## src/rtl/pin_mux_pkg.sv

```systemverilog
/*
 * constants shared by the pin function multiplexer and its helpers.
 * assumes a single core clock domain; routing field encodings are local.
 */
package pin_mux_pkg;
	// ****************
	// pin table shape
	// ****************
	localparam int NUM_PINS  = 18;
	localparam int NUM_SLOTS = 5;
	localparam int SLOT_GPIO = 4;
	localparam int PIN_S0    = 0;
	localparam int PIN_P0    = 8;
	localparam int PIN_J0    = 16;

	// ****************
	// levels and reset values
	// ****************
	localparam logic       IDLE_LVL    = 1'h1;
	localparam logic       PIN_OUT_RST = 1'h0;
	localparam logic       PIN_OE_RST  = 1'h0;
	localparam logic [7:0] P_HC_MASK   = 8'h75;

	// ****************
	// routing encodings
	// ****************
	localparam logic [2:0] CAN_RT_CAN    = 3'h1;
	localparam logic [2:0] CAN_RT_DIRECT = 3'h2;
	localparam logic [2:0] CAN_RT_PHY    = 3'h3;
	localparam logic [1:0] ADC_TRIG_RT_PIN = 2'h2;
	localparam logic [1:0] CAP3_RT_UART_A  = 2'h0;
	localparam logic [1:0] CAP3_RT_UART_B  = 2'h1;

	typedef enum logic [1:0] {
		NMI_MASKED = 2'b01,
		NMI_ARMED  = 2'b10
	} nmi_state_t;
endpackage

```

## src/rtl/pin_func_mux.sv

```systemverilog
/*
 * pin function multiplexer for ports s, p, j and l.
 * assumes peripheral requests, routing bits and pins are synchronous to core_clk_i;
 * pin outputs and function inputs are registered one cycle.
 */
// How it works
// - s7 order timer0, cap1, sent, select, gpio
// - routed channel 1 only captures on s7
// - capture 1 to 3 take alternative sources
// - s5 timer2, uart_b transmit, mosi, gpio
// - s4 timer3, uart_b receive, miso, gpio
// - s3 nmi, can or direct, select, gpio
// - nmi armed on first clear, pin input
// - no nmi wakeup while mask set
// - s2 irq, can receive, spi clock, gpio
// - s1 phy transmit, uart, i2c, mosi, gpio
// - s0 phy receive, uart, i2c, miso, gpio
// - p7 to p4 fast pwm over gpio
// - low-side pins raise over-current interrupt
// - p2 high-side pwm with over-current interrupt
// - routed adc trigger outranks pwm on p4
// - port l high-voltage inputs only
// - everything falls back to gpio at reset
module pin_func_mux
	import pin_mux_pkg::*;
(
	// clock and reset
	input  wire logic       core_clk_i,
	input  wire logic       srst_i,
	// package pins
	input  wire logic [7:0] port_s_pin_i,
	output logic      [7:0] port_s_pin_o,
	output logic      [7:0] port_s_pin_oe_o,
	input  wire logic [7:0] port_p_pin_i,
	output logic      [7:0] port_p_pin_o,
	output logic      [7:0] port_p_pin_oe_o,
	input  wire logic [1:0] port_j_pin_i,
	output logic      [1:0] port_j_pin_o,
	output logic      [1:0] port_j_pin_oe_o,
	input  wire logic [1:0] port_l_pin_i,
	// routing
	input  wire logic       timer_a_cap1_route_bit_i,
	input  wire logic       timer_a_cap2_route_bit_i,
	input  wire logic [1:0] timer_a_cap3_route_field_i,
	input  wire logic       uart_a_route_bit_i,
	input  wire logic       uart_b_route_bit_i,
	input  wire logic       i2c_route_bit_i,
	input  wire logic       spi_a_route_bit_i,
	input  wire logic [2:0] can_route_field_i,
	input  wire logic [1:0] adc_trigger_route_field_i,
	input  wire logic       pwm_a_ch7_route_bit_i,
	input  wire logic       pwm_a_ch3_route_bit_i,
	// timer, channels 0 to 3
	input  wire logic [3:0] timer_a_en_i,
	input  wire logic [3:0] timer_a_out_i,
	input  wire logic [3:0] timer_a_oe_i,
	input  wire logic       timer_a_cap2_alt_i,
	output logic      [3:0] timer_a_in_o,
	// sent line
	input  wire logic       sent_line_en_i,
	input  wire logic       sent_line_out_i,
	input  wire logic       sent_line_oe_i,
	output logic            sent_line_in_o,
	// spi, lanes select, clock, master out, master in
	input  wire logic [3:0] spi_a_en_i,
	input  wire logic [3:0] spi_a_out_i,
	input  wire logic [3:0] spi_a_oe_i,
	output logic      [3:0] spi_a_in_o,
	input  wire logic [3:0] spi_b_en_i,
	input  wire logic [3:0] spi_b_out_i,
	input  wire logic [3:0] spi_b_oe_i,
	output logic      [3:0] spi_b_in_o,
	// uart, lanes transmit, receive
	input  wire logic [1:0] uart_a_en_i,
	input  wire logic       uart_a_out_i,
	input  wire logic       uart_a_oe_i,
	output logic      [1:0] uart_a_in_o,
	input  wire logic [1:0] uart_b_en_i,
	input  wire logic       uart_b_out_i,
	input  wire logic       uart_b_oe_i,
	output logic      [1:0] uart_b_in_o,
	// i2c, lanes clock line, data line
	input  wire logic [1:0] i2c_en_i,
	input  wire logic [1:0] i2c_out_i,
	input  wire logic [1:0] i2c_oe_i,
	output logic      [1:0] i2c_in_o,
	// interrupts
	input  wire logic       x_mask_i,
	input  wire logic       stop_wait_i,
	input  wire logic       irq_en_i,
	output logic            nonmaskable_interrupt_in_o,
	output logic            nmi_enabled_o,
	output logic            nmi_wake_o,
	output logic            irq_in_o,
	// can and can phy
	input  wire logic       can_en_i,
	input  wire logic       can_transmit_i,
	input  wire logic       can_phy_direct_out_i,
	input  wire logic       can_phy_receive_out_i,
	output logic            can_receive_o,
	output logic            can_phy_transmit_in_o,
	// pwm, channels 7, 5, 3, 1
	input  wire logic [3:0] pwm_a_en_i,
	input  wire logic [3:0] pwm_a_out_i,
	input  wire logic [3:0] pwm_b_en_i,
	input  wire logic [3:0] pwm_b_out_i,
	output logic            adc_external_trigger_o,
	// general port bits
	input  wire logic [7:0] port_s_data_out_i,
	input  wire logic [7:0] port_s_data_oe_i,
	output logic      [7:0] port_s_data_o,
	output logic      [7:0] port_s_key_wakeup_o,
	input  wire logic [7:0] port_p_data_out_i,
	input  wire logic [7:0] port_p_data_oe_i,
	output logic      [7:0] port_p_data_o,
	output logic      [7:0] port_p_key_wakeup_o,
	input  wire logic [7:0] port_p_oc_sense_i,
	output logic      [7:0] port_p_oc_irq_o,
	input  wire logic [1:0] port_j_data_out_i,
	input  wire logic [1:0] port_j_data_oe_i,
	output logic      [1:0] port_j_data_o,
	// high voltage inputs
	input  wire logic [1:0] port_l_adc_link_en_i,
	output logic      [1:0] port_l_input_o,
	output logic      [1:0] port_l_key_wakeup_o,
	output logic      [1:0] port_l_adc_link_o
);
	// ****************
	// request table
	// ****************
	logic [NUM_PINS-1:0][NUM_SLOTS-1:0] req_w;
	logic [NUM_PINS-1:0][NUM_SLOTS-1:0] out_w;
	logic [NUM_PINS-1:0][NUM_SLOTS-1:0] oe_w;
	logic [NUM_PINS-1:0][NUM_SLOTS-1:0] gnt_w;
	logic [NUM_PINS-1:0]                pin_in_w;
	logic [NUM_PINS-1:0]                pin_out_w;
	logic [NUM_PINS-1:0]                pin_oe_w;
	logic                               nmi_armed_w;
	logic                               can_main_w;

	assign pin_in_w   = {port_j_pin_i, port_p_pin_i, port_s_pin_i};
	assign can_main_w = can_en_i && (can_route_field_i == CAN_RT_CAN);

	function automatic logic samp(input logic g, input logic p);
		return g ? p : IDLE_LVL;
	endfunction

	always_comb
	begin
		req_w = '0;
		out_w = '0;
		oe_w  = '0;
		for (int i = 0; i < NUM_PINS; i++)
			req_w[i][SLOT_GPIO] = 1'b1;
		for (int i = 0; i < 8; i++)
		begin
			out_w[PIN_S0+i][SLOT_GPIO] = port_s_data_out_i[i];
			oe_w[PIN_S0+i][SLOT_GPIO]  = port_s_data_oe_i[i];
			out_w[PIN_P0+i][SLOT_GPIO] = port_p_data_out_i[i];
			oe_w[PIN_P0+i][SLOT_GPIO]  = port_p_data_oe_i[i];
		end
		for (int i = 0; i < 2; i++)
		begin
			out_w[PIN_J0+i][SLOT_GPIO] = port_j_data_out_i[i];
			oe_w[PIN_J0+i][SLOT_GPIO]  = port_j_data_oe_i[i];
		end
		// s7: timer ch0, routed capture 1 (input only), sent, spi_b select
		// capture slot only while channel 1 runs, else gpio would lose s7 out of reset
		req_w[PIN_S0+7][3:0] = {spi_b_en_i[0], sent_line_en_i,
			timer_a_en_i[1] && !timer_a_cap1_route_bit_i, timer_a_en_i[0]};
		out_w[PIN_S0+7][3:0] = {spi_b_out_i[0], sent_line_out_i, 1'b0, timer_a_out_i[0]};
		oe_w[PIN_S0+7][3:0]  = {spi_b_oe_i[0], sent_line_oe_i, 1'b0, timer_a_oe_i[0]};
		// s6: compare of ch1 stays here whatever the capture routing
		req_w[PIN_S0+6][1:0] = {spi_b_en_i[1], timer_a_en_i[1]};
		out_w[PIN_S0+6][1:0] = {spi_b_out_i[1], timer_a_out_i[1]};
		oe_w[PIN_S0+6][1:0]  = {spi_b_oe_i[1], timer_a_oe_i[1]};
		req_w[PIN_S0+5][2:0] = {spi_b_en_i[2], uart_b_en_i[0] && !uart_b_route_bit_i, timer_a_en_i[2]};
		out_w[PIN_S0+5][2:0] = {spi_b_out_i[2], uart_b_out_i, timer_a_out_i[2]};
		oe_w[PIN_S0+5][2:0]  = {spi_b_oe_i[2], uart_b_oe_i, timer_a_oe_i[2]};
		req_w[PIN_S0+4][2:0] = {spi_b_en_i[3], uart_b_en_i[1] && !uart_b_route_bit_i, timer_a_en_i[3]};
		out_w[PIN_S0+4][2:0] = {spi_b_out_i[3], 1'b0, timer_a_out_i[3]};
		oe_w[PIN_S0+4][2:0]  = {spi_b_oe_i[3], 1'b0, timer_a_oe_i[3]};
		// s3: armed nmi forces the pin to input
		req_w[PIN_S0+3][2:0] = {spi_a_en_i[0] && !spi_a_route_bit_i,
			can_main_w || (can_route_field_i == CAN_RT_DIRECT), nmi_armed_w};
		out_w[PIN_S0+3][2:1] = {spi_a_out_i[0], can_main_w ? can_transmit_i : can_phy_direct_out_i};
		oe_w[PIN_S0+3][2:1]  = {spi_a_oe_i[0], 1'b1};
		req_w[PIN_S0+2][2:0] = {spi_a_en_i[1] && !spi_a_route_bit_i, can_main_w, irq_en_i};
		out_w[PIN_S0+2][2]   = spi_a_out_i[1];
		oe_w[PIN_S0+2][2]    = spi_a_oe_i[1];
		req_w[PIN_S0+1][3:0] = {spi_a_en_i[2] && !spi_a_route_bit_i, i2c_en_i[0] && i2c_route_bit_i,
			uart_a_en_i[0] && uart_a_route_bit_i, can_route_field_i == CAN_RT_PHY};
		out_w[PIN_S0+1][3:1] = {spi_a_out_i[2], i2c_out_i[0], uart_a_out_i};
		oe_w[PIN_S0+1][3:1]  = {spi_a_oe_i[2], i2c_oe_i[0], uart_a_oe_i};
		req_w[PIN_S0+0][3:0] = {spi_a_en_i[3] && !spi_a_route_bit_i, i2c_en_i[1] && i2c_route_bit_i,
			uart_a_en_i[1] && uart_a_route_bit_i, can_route_field_i == CAN_RT_PHY};
		out_w[PIN_S0+0][3:0] = {spi_a_out_i[3], i2c_out_i[1], 1'b0, can_phy_receive_out_i};
		oe_w[PIN_S0+0][3:0]  = {spi_a_oe_i[3], i2c_oe_i[1], 1'b0, 1'b1};
		// p7..p4 fast pwm, p3..p0 pwm with two routed channels
		for (int i = 0; i < 4; i++)
		begin
			req_w[PIN_P0+7-i][1] = pwm_b_en_i[i];
			out_w[PIN_P0+7-i][1] = pwm_b_out_i[i];
			oe_w[PIN_P0+7-i][1]  = 1'b1;
			out_w[PIN_P0+3-i][1] = pwm_a_out_i[i];
			oe_w[PIN_P0+3-i][1]  = 1'b1;
		end
		req_w[PIN_P0+3][1] = pwm_a_en_i[0] && !pwm_a_ch7_route_bit_i;
		req_w[PIN_P0+2][1] = pwm_a_en_i[1];
		req_w[PIN_P0+1][1] = pwm_a_en_i[2] && !pwm_a_ch3_route_bit_i;
		req_w[PIN_P0+0][1] = pwm_a_en_i[3];
		req_w[PIN_P0+4][0] = (adc_trigger_route_field_i == ADC_TRIG_RT_PIN);
		// j: uart then i2c when routed away from port s
		for (int i = 0; i < 2; i++)
		begin
			req_w[PIN_J0+i][1:0] = {i2c_en_i[1-i] && !i2c_route_bit_i, uart_a_en_i[1-i] && !uart_a_route_bit_i};
			out_w[PIN_J0+i][1]   = i2c_out_i[1-i];
			oe_w[PIN_J0+i][1]    = i2c_oe_i[1-i];
		end
		out_w[PIN_J0+1][0] = uart_a_out_i;
		oe_w[PIN_J0+1][0]  = uart_a_oe_i;
	end

	// ****************
	// per pin selection
	// ****************
	generate
		for (genvar p = 0; p < NUM_PINS; p++)
		begin : g_pin
			pin_prio_sel #(.SLOTS(NUM_SLOTS)) u_sel (
				.req_i     (req_w[p]),
				.out_i     (out_w[p]),
				.oe_i      (oe_w[p]),
				.grant_o   (gnt_w[p]),
				.pin_out_o (pin_out_w[p]),
				.pin_oe_o  (pin_oe_w[p])
			);
		end
	endgenerate

	nmi_gate u_nmi (
		.core_clk_i  (core_clk_i),
		.srst_i      (srst_i),
		.x_mask_i    (x_mask_i),
		.stop_wait_i (stop_wait_i),
		.pin_level_i (nonmaskable_interrupt_in_o),
		.armed_o     (nmi_armed_w),
		.wake_o      (nmi_wake_o)
	);
	assign nmi_enabled_o = nmi_armed_w;

	// ****************
	// pin drive, back to gpio inputs at reset
	// ****************
	always_ff @(posedge core_clk_i)
	begin
		if (srst_i)
		begin
			{port_j_pin_o, port_p_pin_o, port_s_pin_o}          <= {NUM_PINS{PIN_OUT_RST}};
			{port_j_pin_oe_o, port_p_pin_oe_o, port_s_pin_oe_o} <= {NUM_PINS{PIN_OE_RST}};
		end
		else
		begin
			{port_j_pin_o, port_p_pin_o, port_s_pin_o}          <= pin_out_w;
			{port_j_pin_oe_o, port_p_pin_oe_o, port_s_pin_oe_o} <= pin_oe_w;
		end
	end

	// ****************
	// function inputs
	// ****************
	logic       uart_a_rx_w;
	logic       uart_b_rx_w;
	logic [1:0] i2c_w;

	// a lane lives on at most one pin at a time, so and-ing the idle-high gated samples is safe
	assign uart_a_rx_w = samp(gnt_w[PIN_S0+0][1], pin_in_w[PIN_S0+0]) & samp(gnt_w[PIN_J0][0], pin_in_w[PIN_J0]);
	assign uart_b_rx_w = samp(gnt_w[PIN_S0+4][1], pin_in_w[PIN_S0+4]);
	assign i2c_w[0] = samp(gnt_w[PIN_S0+1][2], pin_in_w[PIN_S0+1]) & samp(gnt_w[PIN_J0+1][1], pin_in_w[PIN_J0+1]);
	assign i2c_w[1] = samp(gnt_w[PIN_S0+0][2], pin_in_w[PIN_S0+0]) & samp(gnt_w[PIN_J0][1], pin_in_w[PIN_J0]);

	always_ff @(posedge core_clk_i)
	begin
		if (srst_i)
		begin
			timer_a_in_o <= {4{IDLE_LVL}};
			sent_line_in_o <= IDLE_LVL;
			spi_a_in_o <= {4{IDLE_LVL}};
			spi_b_in_o <= {4{IDLE_LVL}};
			uart_a_in_o <= {2{IDLE_LVL}};
			uart_b_in_o <= {2{IDLE_LVL}};
			i2c_in_o <= {2{IDLE_LVL}};
			nonmaskable_interrupt_in_o <= IDLE_LVL;
			irq_in_o <= IDLE_LVL;
			can_receive_o <= IDLE_LVL;
			can_phy_transmit_in_o <= IDLE_LVL;
			adc_external_trigger_o <= 1'b0;
		end
		else
		begin
			timer_a_in_o[0] <= samp(gnt_w[PIN_S0+7][0], pin_in_w[PIN_S0+7]);
			timer_a_in_o[1] <= timer_a_cap1_route_bit_i ? samp(gnt_w[PIN_S0+6][0], pin_in_w[PIN_S0+6])
				: samp(gnt_w[PIN_S0+7][1], pin_in_w[PIN_S0+7]);
			timer_a_in_o[2] <= timer_a_cap2_route_bit_i ? samp(gnt_w[PIN_S0+5][0], pin_in_w[PIN_S0+5])
				: timer_a_cap2_alt_i;
			case (timer_a_cap3_route_field_i)
				CAP3_RT_UART_A: timer_a_in_o[3] <= uart_a_rx_w;
				CAP3_RT_UART_B: timer_a_in_o[3] <= uart_b_rx_w;
				default:        timer_a_in_o[3] <= samp(gnt_w[PIN_S0+4][0], pin_in_w[PIN_S0+4]);
			endcase
			sent_line_in_o <= samp(gnt_w[PIN_S0+7][2], pin_in_w[PIN_S0+7]);
			spi_b_in_o <= {samp(gnt_w[PIN_S0+4][2], pin_in_w[PIN_S0+4]), samp(gnt_w[PIN_S0+5][2], pin_in_w[PIN_S0+5]),
				samp(gnt_w[PIN_S0+6][1], pin_in_w[PIN_S0+6]), samp(gnt_w[PIN_S0+7][3], pin_in_w[PIN_S0+7])};
			spi_a_in_o <= {samp(gnt_w[PIN_S0+0][3], pin_in_w[PIN_S0+0]), samp(gnt_w[PIN_S0+1][3], pin_in_w[PIN_S0+1]),
				samp(gnt_w[PIN_S0+2][2], pin_in_w[PIN_S0+2]), samp(gnt_w[PIN_S0+3][2], pin_in_w[PIN_S0+3])};
			uart_a_in_o <= {uart_a_rx_w, samp(gnt_w[PIN_S0+1][1], pin_in_w[PIN_S0+1])
				& samp(gnt_w[PIN_J0+1][0], pin_in_w[PIN_J0+1])};
			uart_b_in_o <= {uart_b_rx_w, samp(gnt_w[PIN_S0+5][1], pin_in_w[PIN_S0+5])};
			i2c_in_o <= i2c_w;
			nonmaskable_interrupt_in_o <= samp(gnt_w[PIN_S0+3][0], pin_in_w[PIN_S0+3]);
			irq_in_o <= samp(gnt_w[PIN_S0+2][0], pin_in_w[PIN_S0+2]);
			can_receive_o <= samp(gnt_w[PIN_S0+2][1], pin_in_w[PIN_S0+2]);
			can_phy_transmit_in_o <= samp(gnt_w[PIN_S0+1][0], pin_in_w[PIN_S0+1]);
			adc_external_trigger_o <= gnt_w[PIN_P0+4][0] & pin_in_w[PIN_P0+4];
		end
	end

	// ****************
	// gpio read, key wakeup, over-current, high voltage inputs
	// ****************
	always_ff @(posedge core_clk_i)
	begin
		if (srst_i)
		begin
			port_s_data_o <= '0;
			port_p_data_o <= '0;
			port_j_data_o <= '0;
			port_s_key_wakeup_o <= '0;
			port_p_key_wakeup_o <= '0;
			port_p_oc_irq_o <= '0;
			port_l_input_o <= '0;
			port_l_key_wakeup_o <= '0;
			port_l_adc_link_o <= '0;
		end
		else
		begin
			port_s_data_o <= port_s_pin_i;
			port_p_data_o <= port_p_pin_i;
			port_j_data_o <= port_j_pin_i;
			for (int i = 0; i < 8; i++)
			begin
				port_s_key_wakeup_o[i] <= samp(gnt_w[PIN_S0+i][SLOT_GPIO], pin_in_w[PIN_S0+i]);
				port_p_key_wakeup_o[i] <= samp(gnt_w[PIN_P0+i][SLOT_GPIO], pin_in_w[PIN_P0+i]);
			end
			// flagged in pwm and gpio use alike
			port_p_oc_irq_o <= port_p_oc_sense_i & P_HC_MASK;
			port_l_input_o <= port_l_pin_i;
			port_l_key_wakeup_o <= port_l_pin_i;
			port_l_adc_link_o <= port_l_pin_i & port_l_adc_link_en_i;
		end
	end

	// ****************
	// checks
	// ****************
	AST_S7_TIMER_WINS: assert property (@(posedge core_clk_i) disable iff (srst_i)
		timer_a_en_i[0] |=> port_s_pin_o[7] == $past(timer_a_out_i[0]) && port_s_pin_oe_o[7] == $past(timer_a_oe_i[0]))
		else $error("s7 not driven by timer channel 0");
	AST_S6_COMPARE_STAYS: assert property (@(posedge core_clk_i) disable iff (srst_i)
		timer_a_en_i[1] |=> port_s_pin_o[6] == $past(timer_a_out_i[1]))
		else $error("s6 lost channel 1 compare");
	AST_CAP1_FROM_S7: assert property (@(posedge core_clk_i) disable iff (srst_i)
		timer_a_en_i[1] && !timer_a_cap1_route_bit_i && !timer_a_en_i[0]
		|=> timer_a_in_o[1] == $past(port_s_pin_i[7]))
		else $error("capture 1 not taken from s7");
	AST_S5_UART_B: assert property (@(posedge core_clk_i) disable iff (srst_i)
		!timer_a_en_i[2] && uart_b_en_i[0] && !uart_b_route_bit_i |=> port_s_pin_o[5] == $past(uart_b_out_i))
		else $error("s5 not driven by uart_b");
	AST_NMI_INPUT_ONLY: assert property (@(posedge core_clk_i) disable iff (srst_i)
		nmi_enabled_o |=> !port_s_pin_oe_o[3] ##1 !port_s_pin_oe_o[3])
		else $error("s3 driven while nmi armed");
	AST_IRQ_OUTRANKS_CAN: assert property (@(posedge core_clk_i) disable iff (srst_i)
		irq_en_i |=> irq_in_o == $past(port_s_pin_i[2]) && can_receive_o == IDLE_LVL)
		else $error("s2 priority broken");
	AST_P4_TRIGGER_INPUT: assert property (@(posedge core_clk_i) disable iff (srst_i)
		adc_trigger_route_field_i == ADC_TRIG_RT_PIN |=> !port_p_pin_oe_o[4])
		else $error("p4 driven while trigger routed");
	AST_OC_FLAG: assert property (@(posedge core_clk_i) disable iff (srst_i)
		1'b1 |=> port_p_oc_irq_o == ($past(port_p_oc_sense_i) & P_HC_MASK))
		else $error("over-current flag mismatch");
	AST_RESET_RELEASES_PINS: assert property (@(posedge core_clk_i)
		srst_i |=> port_s_pin_oe_o == 8'h00 && port_p_pin_oe_o == 8'h00 && port_j_pin_oe_o == 2'h0)
		else $error("pin driven after reset");
endmodule

```

## src/rtl/pin_prio_sel.sv

```systemverilog
/*
 * fixed priority selector for one pin: slot 0 wins over higher slots.
 * assumes the caller registers the result; purely combinational.
 */
module pin_prio_sel
	import pin_mux_pkg::*;
#(
	parameter int SLOTS = pin_mux_pkg::NUM_SLOTS
)(
	// function requests, slot 0 highest
	input  wire logic [SLOTS-1:0] req_i,
	input  wire logic [SLOTS-1:0] out_i,
	input  wire logic [SLOTS-1:0] oe_i,
	// selection
	output logic      [SLOTS-1:0] grant_o,
	output logic                  pin_out_o,
	output logic                  pin_oe_o
);
	generate
		if (SLOTS < 2)
		begin : g_bad
			$error("pin_prio_sel needs at least two slots");
		end
	endgenerate

	always_comb
	begin
		logic found;
		found = 1'b0;
		grant_o = '0;
		for (int k = 0; k < SLOTS; k++)
		begin
			if (req_i[k] && !found)
			begin
				grant_o[k] = 1'b1;
				found = 1'b1;
			end
		end
	end

	// outranked slots neither drive nor enable the pin
	assign pin_out_o = |(grant_o & out_i);
	assign pin_oe_o  = |(grant_o & oe_i);
endmodule

```

## src/rtl/nmi_gate.sv

```systemverilog
/*
 * non-maskable interrupt pin lock and wakeup qualifier.
 * assumes x_mask_i is the processor mask bit, set out of reset.
 */
module nmi_gate
	import pin_mux_pkg::*;
(
	// clock and reset
	input  wire logic core_clk_i,
	input  wire logic srst_i,
	// processor state
	input  wire logic x_mask_i,
	input  wire logic stop_wait_i,
	// sampled pin, active low
	input  wire logic pin_level_i,
	// status
	output logic      armed_o,
	output logic      wake_o
);
	nmi_state_t state_r;
	logic       wake_r;

	// one-way lock: only a reset leaves the armed state
	always_ff @(posedge core_clk_i)
	begin
		if (srst_i)
			state_r <= NMI_MASKED;
		else
		begin
			case (state_r)
				NMI_MASKED: if (!x_mask_i) state_r <= NMI_ARMED;
				NMI_ARMED:  state_r <= NMI_ARMED;
				default:    state_r <= NMI_MASKED;
			endcase
		end
	end

	// no recovery from stop or wait while the mask is still set
	always_ff @(posedge core_clk_i)
	begin
		if (srst_i)
			wake_r <= 1'b0;
		else
			wake_r <= (state_r == NMI_ARMED) && stop_wait_i && !x_mask_i && !pin_level_i;
	end

	assign armed_o = (state_r == NMI_ARMED);
	assign wake_o  = wake_r;

	AST_NMI_LOCK_HOLDS: assert property (@(posedge core_clk_i) disable iff (srst_i)
		armed_o |=> armed_o [*8])
		else $error("nmi lock released without reset");
	AST_NMI_ARM_ON_CLEAR: assert property (@(posedge core_clk_i) disable iff (srst_i)
		!x_mask_i |=> armed_o)
		else $error("nmi not armed after mask cleared");
	AST_NMI_NO_WAKE_MASKED: assert property (@(posedge core_clk_i) disable iff (srst_i)
		x_mask_i |=> !wake_o)
		else $error("nmi wake with mask set");
endmodule

```

## config.mk

```make
export PLATFORM = sky130hd
export DESIGN_NAME = pin_func_mux
export DESIGN_NICKNAME = d
export VERILOG_FILES = /design/src/rtl/pin_mux_pkg.sv /design/src/rtl/pin_func_mux.sv /design/src/rtl/pin_prio_sel.sv /design/src/rtl/nmi_gate.sv
export SDC_FILE = /design/constraint.sdc
export NUM_CORES = 1
export LEC_CHECK = 0
export BUFFER_PORTS_ARGS = -buffer_cell sky130_fd_sc_hd__buf_2
export CAP_MARGIN = 20
export CORE_AREA = 2 2 107 109
export DETAILED_ROUTE_END_ITERATION = 16
export DIE_AREA = 0 0 109 111
export GPL_ROUTABILITY_DRIVEN = 0
export PLACE_DENSITY = 0.74
export SLEW_MARGIN = 20
export SYNTH_ARGS = -nofsm -noshare
export SYNTH_HDL_FRONTEND = slang
export SYNTH_SLANG_ARGS = --single-unit
```

## constraint.sdc

```tcl
create_clock -name core_clk_i -period 1.6 [get_ports core_clk_i]
set_input_delay 0.16 -clock core_clk_i [delete_from_list [all_inputs] [get_ports core_clk_i]]
set_output_delay 0.16 -clock core_clk_i [all_outputs]
set_load 0.01 [all_outputs]
```

# Word-level counts from Yosys, hierarchy flattened
# Index checks and enable logic that the tools add are counted.
# Widths: inputs -> output; s select.
[word_totals]
register_bits = 109
input_bits = 160
elab_cells = 338
[classes]
muxes = 112
bitwise_logic = 57
reduce_logical = 124
n_eq_ne = 8
[ops]
columns = ["op", "count"]
rows = [
  ["$and 5x5->5", 36],
  ["$reduce_or 5->1", 36],
  ["$mux 1", 109],
  ["$logic_and 1x1->1", 42],
  ["$reduce_or 2->1", 15],
  ["$logic_not 1->1", 29],
  ["$not 1->1", 15],
  ["$eq 3x2->1 const B", 2],
  ["$and 1x1->1", 5],
  ["$eq 2x1->1 const B", 2],
  ["$eq 2x2->1 const B", 2],
  ["$pmux 2 s2", 1],
  ["$eq 3x1->1 const B", 1],
  ["$and 2x2->2", 1],
  ["$logic_not 2->1", 1],
  ["$mux 2", 1],
  ["$ne 2x2->1 const B", 1],
  ["$pmux 1 s2", 1],
  ["$logic_or 1x1->1", 1],
]

# Depth between registers and ports, before layout
# Gate-level depths: netlist (run 1).
[depth]
ltp_word = 14
depth_mapped = 5
mapped_depth_nobuf = 5

# Modules after synthesis
# From an unflattened synthesis (run 1), not the netlist that was laid out.
[unflattened]
cells_unflattened = 602
hier_area_um2 = 5311.3
[by_module_without_submodules]
columns = ["module", "n_inst", "cells_per_inst", "area_each_um2"]
rows = [
  ["pin_func_mux", 1, 283, 3079.2],
  ["pin_prio_sel", 18, 17, 116.4],
  ["nmi_gate", 1, 13, 137.6],
]

# Worst setup path after synthesis (run 1)
# Ideal clock, no wire load.
[synth_path]
path_type = "reg-to-reg"
startpoint = "reg u_nmi.state_r[0]"
endpoint = "reg nonmaskable_interrupt_in_o"
path_stages_with_launch = 4
required_time_ns = 1.468
arrival_time_ns = 1.033
synth_period_minus_slack_ns = 1.165
path_slack_ns = 0.435
cell_sequence = "dfxtp_1 > inv_1 > ha_1 > or3b_2"
[synth_between]
elab_chain_cells = 4
[synth_lines]
columns = ["item", "line_no", "rtl"]
rows = [
  ["from (decl)", "nmi_gate.sv:20", "nmi_state_t state_r;"],
  ["from (signal assigned)", "nmi_gate.sv:27", "state_r <= NMI_MASKED;"],
  ["from (signal assigned)", "nmi_gate.sv:31", "NMI_MASKED: if (!x_mask_i) state_r <= NMI_ARMED;"],
  ["from (signal assigned)", "nmi_gate.sv:32", "NMI_ARMED: state_r <= NMI_ARMED;"],
  ["$eq 2x2->1", "nmi_gate.sv:47", "assign armed_o = (state_r == NMI_ARMED);"],
  ["named net nmi_enabled_o", "pin_func_mux.sv:92", "output logic nmi_enabled_o,"],
  ["$mux 1", "pin_prio_sel.sv:33", "if (req_i[k] && !found)"],
  ["$not 1->1 (no line)", "n/a", ""],
  ["$reduce_or 2->1 (no line)", "n/a", ""],
  ["to (signal assigned)", "pin_func_mux.sv:320", "nonmaskable_interrupt_in_o <= samp(gnt_w[PIN_S0+3][0], pin_in_w[PIN_S0+3]);"],
  ["to (decl)", "pin_func_mux.sv:91", "output logic nonmaskable_interrupt_in_o,"],
]
# The timed path passes the listed nets, and every way through them passes these cells.
# A chain may end at the register's enable or synchronous reset.

# Final worst setup path (run 1)
[layout_path]
startpoint = "reg u_nmi.state_r[0]"
endpoint = "out nmi_enabled_o"
[layout_between]
elab_chain_cells = 1
[layout_lines]
columns = ["item", "line_no"]
rows = [
  ["$eq 2x2->1", "nmi_gate.sv:47"],
  ["to (decl)", "pin_func_mux.sv:92"],
]
# No other way between the ends.

==> metrics.md, run 1 <==
| Metric | Value |
|---|---|
| Drt pass-1 iters | 4 |
| Initial Util | 34.1% |
| Setup TNS | 0 ns |
| Post-DR vias/cell | 4.57 |
| Crit-path slowest cell | dfxtp_1 |
| Hold Path Class | input port to flip-flop |
| RSZ-0062 raised after global routing | no |
| Post-cts sizing count | 0 |
| Via Count | 3629 |
| P_leak | 2.74 nW |
| Endpoints failing hold | 0 |
| Synth top area share | 56.2% |
| DR DRC count | 0 |
| Number of synthesized register bits | 106 |
| Post-Route Skew | 0.00464 ns |
| Post-Syn Area | 3780 sq um |
| Max-slew violations | 0 |
| Number of global-route vias before repair | 3565 |
| Final cycle utilization of the critical path | 79.7% |
| Die Wd | 109 um |
| Final Net Count | 807 |
| Final setup violating endpoints | 0 |
| CTS tree | built |
| Critical Path Start Type | flip-flop |
| Worst Tran Pin Value | 0.720 ns |
| Postcts setup bufs | 0 |
| Clock root buffer | clkbuf_16 |
| Number of synthesized flops with an enable pin | 0 |
| Overall routing resource usage | 17.2% |
| # fillers | 1056 |
| FF-to-FF path depth | 2 |
| Min Clock Period, post-route | 1.28 ns |
| Clock Path Buffers | 2 |
| Flop2flop setup slack | 0.43 ns |
| Hold Path Cell Cnt | 2 |
| Cell with the most instances after synthesis | dfxtp_1 |
| Setup slack after layout | 0.325 ns |
| Largest net degree at the start of global routing | 71 |
| First-pass GRT wire length | 16.3 mm |
| HP Start | spi_a_en_i[2] |
| CTS Buf Count | 9 |
| Die ar. | 12100 sq um |
| Synth Warn # | 0 |
| H-tree depth | 3 |
| Status | finished clean |
| Grt total ovfl | 0 |
| Avg WL per Cell | 13.5 um |
| Die Height | 111 um |
| Max incr delay on CP | 0.33 ns |
| Post-DP HPWL | 8.50 mm |
| Final core utilization | 49.9% |
| Normalized max-slew margin | 52.0% |
| CP Max Fanout | 5 |
| Sequential area share after synthesis | 56.2% |
| Crit Path Class | flip-flop to primary output |
| Routed Antenna Nets | 0 |
| Critical R2R Capture | nonmaskable_interrupt_in_o$_SDFF_PP1_ |
| Crit. End Element | primary output |
| Starting DRT DRC Count | 120 |
| PD cells | 1090 nW/um^2 |
| Crit path DAT | 1.12 ns |
| Critical-path cell list | inv_1, ha_1, buf_2 |
| Data required, critical path | 1.44 ns |
| Top Ports | 270 |
| Peak VDD IR | 0.000715 V |
| Syn_area_per_cell | 9.84 sq um |
| PortBufs | 263 |
| Async SR Flop Fraction | 0% |
| Yosys cell types | 49 |
| Hold buffers post-CTS | 0 |
| Core area | 11100 sq um |
| Site row count | 39 |
| Antenna violations before repair | 1 |
| Top cell type by total area after synthesis | dfxtp_1 |
| R2R Path Start | u_nmi.state_r[1]$_SDFFE_PP0P_ |
| Ys flop type | dfxtp_1 |
| Clk Latency, worst-skew pair | 0.33 ns |
| Hold endpoint | spi_a_in_o[2]$_SDFF_PP1_ |
| Clk sinks | 106 |
| DRT Wirelength | 10.7 mm |
| Max Cap Viol | 0 |
| Cells after synthesis | 384 |
| Place WS | 0.359 ns |
| Synth cell count leaders | 106 x dfxtp_1, 70 x nor2_1, 31 x nor2b_1 |
| Fmax | 784 MHz |
| Area growth syn-to-layout | 46.2% |
| Clock slew seen by the registers of the worst setup and hold paths | 0.07 ns |
| Share of post-route cells with drive strength above 1 | 45.4% |
| Top post-synthesis cells by area | dfxtp_1 56%, nor2_1 7.0%, mux2i_1 5.8% |
-- placed cells by master, fill, tap and decap left out, types with 3 or more instances in the layout --
master     instances
a211oi_1           4
a21oi_1           13
and2_1             4
buf_2            262
buf_4              4
clkbuf_16          9
conb_1             3
dfxtp_1          106
inv_1              5
inv_6              3
mux2_2             4
mux2i_1           22
nand2_1           23
nand2b_1          11
nand3_1            8
nand3b_1           9
nand4_1            4
nor2_1            70
nor2b_1           31
nor3_1             9
o21ai_0            4
-- critical path: cells and delay by family (launching register included) --
| kind | cells | cell delay (ns) |
|---|---|---|
| DFF | 1 | 0.33 |
| adders and majority gates | 1 | 0.24 |
| buffers and inverters | 2 | 0.21 |
-- layout make-up --
class	instances	area [sq um]	share of cell area, %
Antenna cell	1	2.50	0.0453
Clock buffer	10	239	4.33
Clock inverter	6	72.6	1.31
Inverter	5	18.8	0.340
Multi-Input combinational cell	257	1550	28.0
Sequential cell	106	2120	38.4
Tap cell	143	179	3.24
Timing Repair Buffer	266	1340	24.3
-- cell families after synthesis --
kind of cell	count (synthesis)	share of synthesized area, %
adders and majority gates	2	0.662
AOI/OAI and AO/OA	44	8.24
DFF	106	56.2
muxes	27	7.32
and+or+nand+nor	181	24.4
other	1	0.0992
buffers and inverters	23	3.08
-- where the power goes --
part           switching, mW  leakage, nW  internal [mW]  total, mW
logic                  0.466         1.71          0.422      0.888
registers             0.0497        0.880           2.81       2.86
clock network          0.995        0.150           1.28       2.27
-- worst max-delay path by stage --
stage / from / to / cells after the start
floorplan: u_nmi.state_r[0]$_SDFFE_PP1P_ / nonmaskable_interrupt_in_o$_SDFF_PP1_ / 3
global placement: srst_i / spi_b_in_o[2]$_SDFF_PP1_ / 4
detailed placement: srst_i / spi_b_in_o[2]$_SDFF_PP1_ / 4
CTS: u_nmi.state_r[0]$_SDFFE_PP1P_ / nmi_enabled_o / 3
global route: u_nmi.state_r[0]$_SDFFE_PP1P_ / nmi_enabled_o / 3
finish: u_nmi.state_r[0]$_SDFFE_PP1P_ / nmi_enabled_o / 3
-- metrics by stage --
step | hold slack, ns | cells | power, mW | instance area [sq um]
global placement | 0.358 | 777 | 3.78 | 5210
detailed placement | 0.363 | 777 | 3.81 | 5210
finish | 0.0178 | 794 | 6.02 | 5520
floorplan | 0.222 | 386 | 3.36 | 3790
CTS | 0.00613 | 793 | 6.09 | 5520
global route | 0.00964 | 794 | 6.30 | 5520
-- routing by layer --
layer	vias to the layer above	share of wire (%)	track usage, %
li1	1821	-	-
met1	1637	39	18.2
met2	159	51	31.8
met3	12	8.0	4.29
met4	0	1.7	6.84
met5	-	0	0
-- flip-flops by register name, summed over array words and instances (netlist names), 4 cells and up --
register             cells
port_p_data_o            8
port_p_key_wakeup_o      8
port_p_pin_o             8
port_p_pin_oe_o          8
port_s_data_o            8
port_s_key_wakeup_o      8
port_s_pin_o             8
port_s_pin_oe_o          8
port_p_oc_irq_o          5
spi_a_in_o               4
spi_b_in_o               4
timer_a_in_o             4
(Power assumes the default switching activity.)
==> run 2, diff against run 1 <==
- ABC_AREA: unset -> 1
- CORE_AREA: 2 2 107 109 -> 2 2 110 112
- DIE_AREA: 0 0 109 111 -> 0 0 112 114
- PLACE_DENSITY: 0.74 -> 0.75
- clock period: 1.6 -> 1.05 ns (I/O delays scaled with it)
==> run 2 against run 1 <==
The run now ends with hold timing, setup timing left. Hold slack worse by 0.022 ns. Worst setup slack got worse by 0.42 ns. Routed wire length increased by 23%. Non-clock buffer count increased by 64. First-iteration DRC count increased by 73%. Critical path depth stayed put. Critical endpoint unchanged. Highest routed layer unchanged.
==> metrics.md, run 2 <==
| Metric | Value |
|---|---|
| Status | finished, violations left (was finished clean) |
| Violated checks | hold timing, setup timing |
| Most common cell after layout, fill and taps aside | buf_2 (unchanged) |
| Via Count | 4404 (was 3629) |
| Clock Path Buffers | 2 (unchanged) |
| CP Max Fanout | 4 (was 5) |
| Post-Syn Area | 3940 sq um (was 3780 sq um) |
| Placed cell count | 921 (was 777) |
| Post-DR vias/cell | 4.46 (was 4.57) |
| Overall routing resource usage | 19.6% (was 17.2%) |
| DR DRC count | 0 (unchanged) |
| Antenna diodes | 0 (was 1) |
| CP bufs+invs | 2 (unchanged) |
| RSZ-0062 raised after global routing | yes (was no) |
| Critical-path cell list | inv_2, ha_4, buf_6 (was inv_1, ha_1, buf_2) |
| Endpoints failing hold | 1 (was 0) |
| Most frequent cells in the layout | 262 x buf_2, 104 x dfxtp_1, 92 x inv_1 (was 262 x buf_2, 106 x dfxtp_1, 70 x nor2_1) |
| Top Ports | 270 (unchanged) |
| Starting DRT DRC Count | 207 (was 120) |
| H-tree depth | 3 (unchanged) |
| Max Cap Viol | 0 (unchanged) |
| Design area | 6340 sq um (was 5520 sq um) |
| Crit-path slowest cell | dfxtp_2 (was dfxtp_1) |
| Initial Util | 33.6% (was 34.1%) |
| Final Net Count | 998 (was 807) |
| Setup TNS | -0.233 ns (was 0 ns) |
| Data required, critical path | 0.94 ns (was 1.44 ns) |
| Clk Latency, worst-skew pair | 0.34 ns (was 0.33 ns) |
| Clk sinks | 106 (unchanged) |
| Top post-synthesis cells by area | dfxtp_1 54%, inv_1 9.1%, nor2_1 8.1% (was dfxtp_1 56%, nor2_1 7.0%, mux2i_1 5.8%) |
| CP delay by family, top | flip-flops (unchanged) |
| Max incr delay on CP | 0.36 ns (was 0.33 ns) |
| Die Height | 114 um (was 111 um) |
| Antenna violations before repair | 0 (was 1) |
| Post-Route Skew | 0.00170 ns (was 0.00464 ns) |
| Grt total ovfl | 0 (unchanged) |
| Clock slew seen by the registers of the worst setup and hold paths | 0.08 ns (was 0.07 ns) |
| Drt pass-1 iters | 7 (was 4) |
| Ys flop type | dfxtp_1 (unchanged) |
| Cells after synthesis | 509 (was 384) |
| Power, Total | 9.43 mW (was 6.02 mW) |
| DRT Wirelength | 13.1 mm (was 10.7 mm) |
| Peak VDD IR | 0.000998 V (was 0.000715 V) |
| Die ar. | 12800 sq um (was 12100 sq um) |
| Smallest hold slack | -0.00395 ns (was 0.0178 ns) |
| Crit. End Element | primary output (unchanged) |
| Core area | 11700 sq um (was 11100 sq um) |
| Synth Warn # | 0 (unchanged) |
| Non-Filler Instances | 988 (was 794) |
| Fmax | 870 MHz |
| Site row count | 40 (was 39) |
| Avg WL per Cell | 13.3 um (was 13.5 um) |
| Min Clock Period, post-route | 1.15 ns |
| Crit Path Class | flip-flop to primary output (unchanged) |
| Number of synthesized register bits | 106 (unchanged) |
| P_leak | 3.49 nW (was 2.74 nW) |
| Largest net degree at the start of global routing | 28 (was 71) |
| Critical Path Start Type | flip-flop (unchanged) |
| Final setup violating endpoints | 5 (was 0) |
| PD cells | 1490 nW/um^2 (was 1090 nW/um^2) |
| Cell with the most instances after synthesis | dfxtp_1 (unchanged) |
| Crit path DAT | 1.04 ns (was 1.12 ns) |
| Synth top area share | 53.9% (was 56.2%) |
| Setup slack after layout | -0.0991 ns (was 0.325 ns) |
| Post-DP HPWL | 9.70 mm (was 8.50 mm) |
| Hold Path Class | input port to flip-flop (unchanged) |
| Syn_area_per_cell | 7.73 sq um (was 9.84 sq um) |
| Synth cell count leaders | 106 x dfxtp_1, 95 x inv_1, 85 x nor2_1 (was 106 x dfxtp_1, 70 x nor2_1, 31 x nor2b_1) |
| Max-slew violations | 0 (unchanged) |
| PortBufs | 263 (unchanged) |
| CTS Buf Count | 9 (unchanged) |
| Routed Antenna Nets | 0 (unchanged) |
| Number of synthesized flops with an enable pin | 0 (unchanged) |
| First-pass GRT wire length | 19.8 mm (was 16.3 mm) |
| Post-DP Area | 5490 sq um (was 5210 sq um) |
| Clock root buffer | clkbuf_16 (unchanged) |
| Top cell type by total area after synthesis | dfxtp_1 (unchanged) |
| Yosys cell types | 32 (was 49) |
| Share of post-route cells with drive strength above 1 | 39.1% (was 45.4%) |
| Area growth syn-to-layout | 61.0% (was 46.2%) |
| Final cycle utilization of the critical path | 109% |
| Sequential area share after synthesis | 53.9% (was 56.2%) |
| CTS tree | built (unchanged) |
| Async SR Flop Fraction | 0% (unchanged) |
| Die Wd | 112 um (was 109 um) |
| Number of global-route vias before repair | 4209 (was 3565) |
| # fillers | 1129 (was 1056) |
==> run 2: cell count changes in the layout (fill, tap and decap cells not counted), sizes merged, moves of 13 or more <==
cell / delta
nand4: +13
dlygate4sd3: +50
nor2: +21
buf: +14
nand2b: -13
mux2i: -22
nand2: +66
nor2b: -31
o21ai: +13
inv: +93
nand3: +19
==> run 2: cell families after synthesis <==
| kind of cell | share of synthesized area, % |
|---|---|
| buffers and inverters | 11.9 |
| AO/OA/AOI/OAI | 7.19 |
| adder cells (fa/ha/maj) | 0.636 |
| flip-flops | 53.9 |
| other | 0.0953 |
| AND/OR/NAND/NOR | 26.3 |
==> run 2: metal layers <==
metal  track usage [%]  up-vias  share of wire (%)
li1                  -     2222                  -
met1              21.9     1934                 39
met2              35.6      217                 51
met3              4.94       31                7.3
met4              8.62        0                2.5
met5                 0        -                  0
==> run 2: layout make-up <==
cell class / instances / area, sq um / share of cell area [%]
clock buffer: 9 / 225 / 3.55
tap: 147 / 184 / 2.90
multi-input combinational: 290 / 1410 / 22.2
clock inverter: 7 / 58.8 / 0.928
timing repair buffer: 330 / 1960 / 31.0
inverter: 99 / 372 / 5.86
sequential: 106 / 2130 / 33.6
==> run 2: power by group <==
part	total, mW	switching (mW)	internal (mW)
clock	3.22	1.57	1.65
sequential	4.39	0.102	4.29
combinational	1.82	0.929	0.887
==> run 2: worst min-delay path: stages <==
cell,delay [ns]
buf_2,0.08
inv_1,0.04
nor2_1,0.08
==> run 2: final timing paths <==
kind / start / endpoint / slack [ns] / cells after the start
setup / recovery: u_nmi.state_r[0]$_SDFFE_PP1P_ / nmi_enabled_o / -0.1 / 3
hold / removal: port_p_pin_i[0] / port_p_data_o[0]$_SDFF_PP0_ / -0.004 / 3
setup reg to reg: u_nmi.state_r[1]$_SDFFE_PP0P_ / u_nmi.state_r[0]$_SDFFE_PP1P_ / -0.07 / 7
hold reg to reg: nonmaskable_interrupt_in_o$_SDFF_PP1_ / u_nmi.wake_o$_SDFF_PP0_ / 0.45 / 1
==> run 2: stage by stage <==
| step | util [%] | setup slack (ns) |
|---|---|---|
| final | 54.1 | -0.0991 |
| after global routing | 54.1 | -0.146 |
| after CTS | 53.9 | -0.103 |
| after detailed placement | 46.9 | -0.0870 |
| after global placement | 46.9 | -0.0450 |
| after floorplan | - | -0.0205 |
==> run 2: repair_timing <==
item                                    CTS  global route
hold buffers                             50             0
gates resized for setup                   8             7
pin swaps                                 4             1
endpoints found under the hold margin    42             0
setup buffers                             1             0
endpoints found under the setup margin    5             7
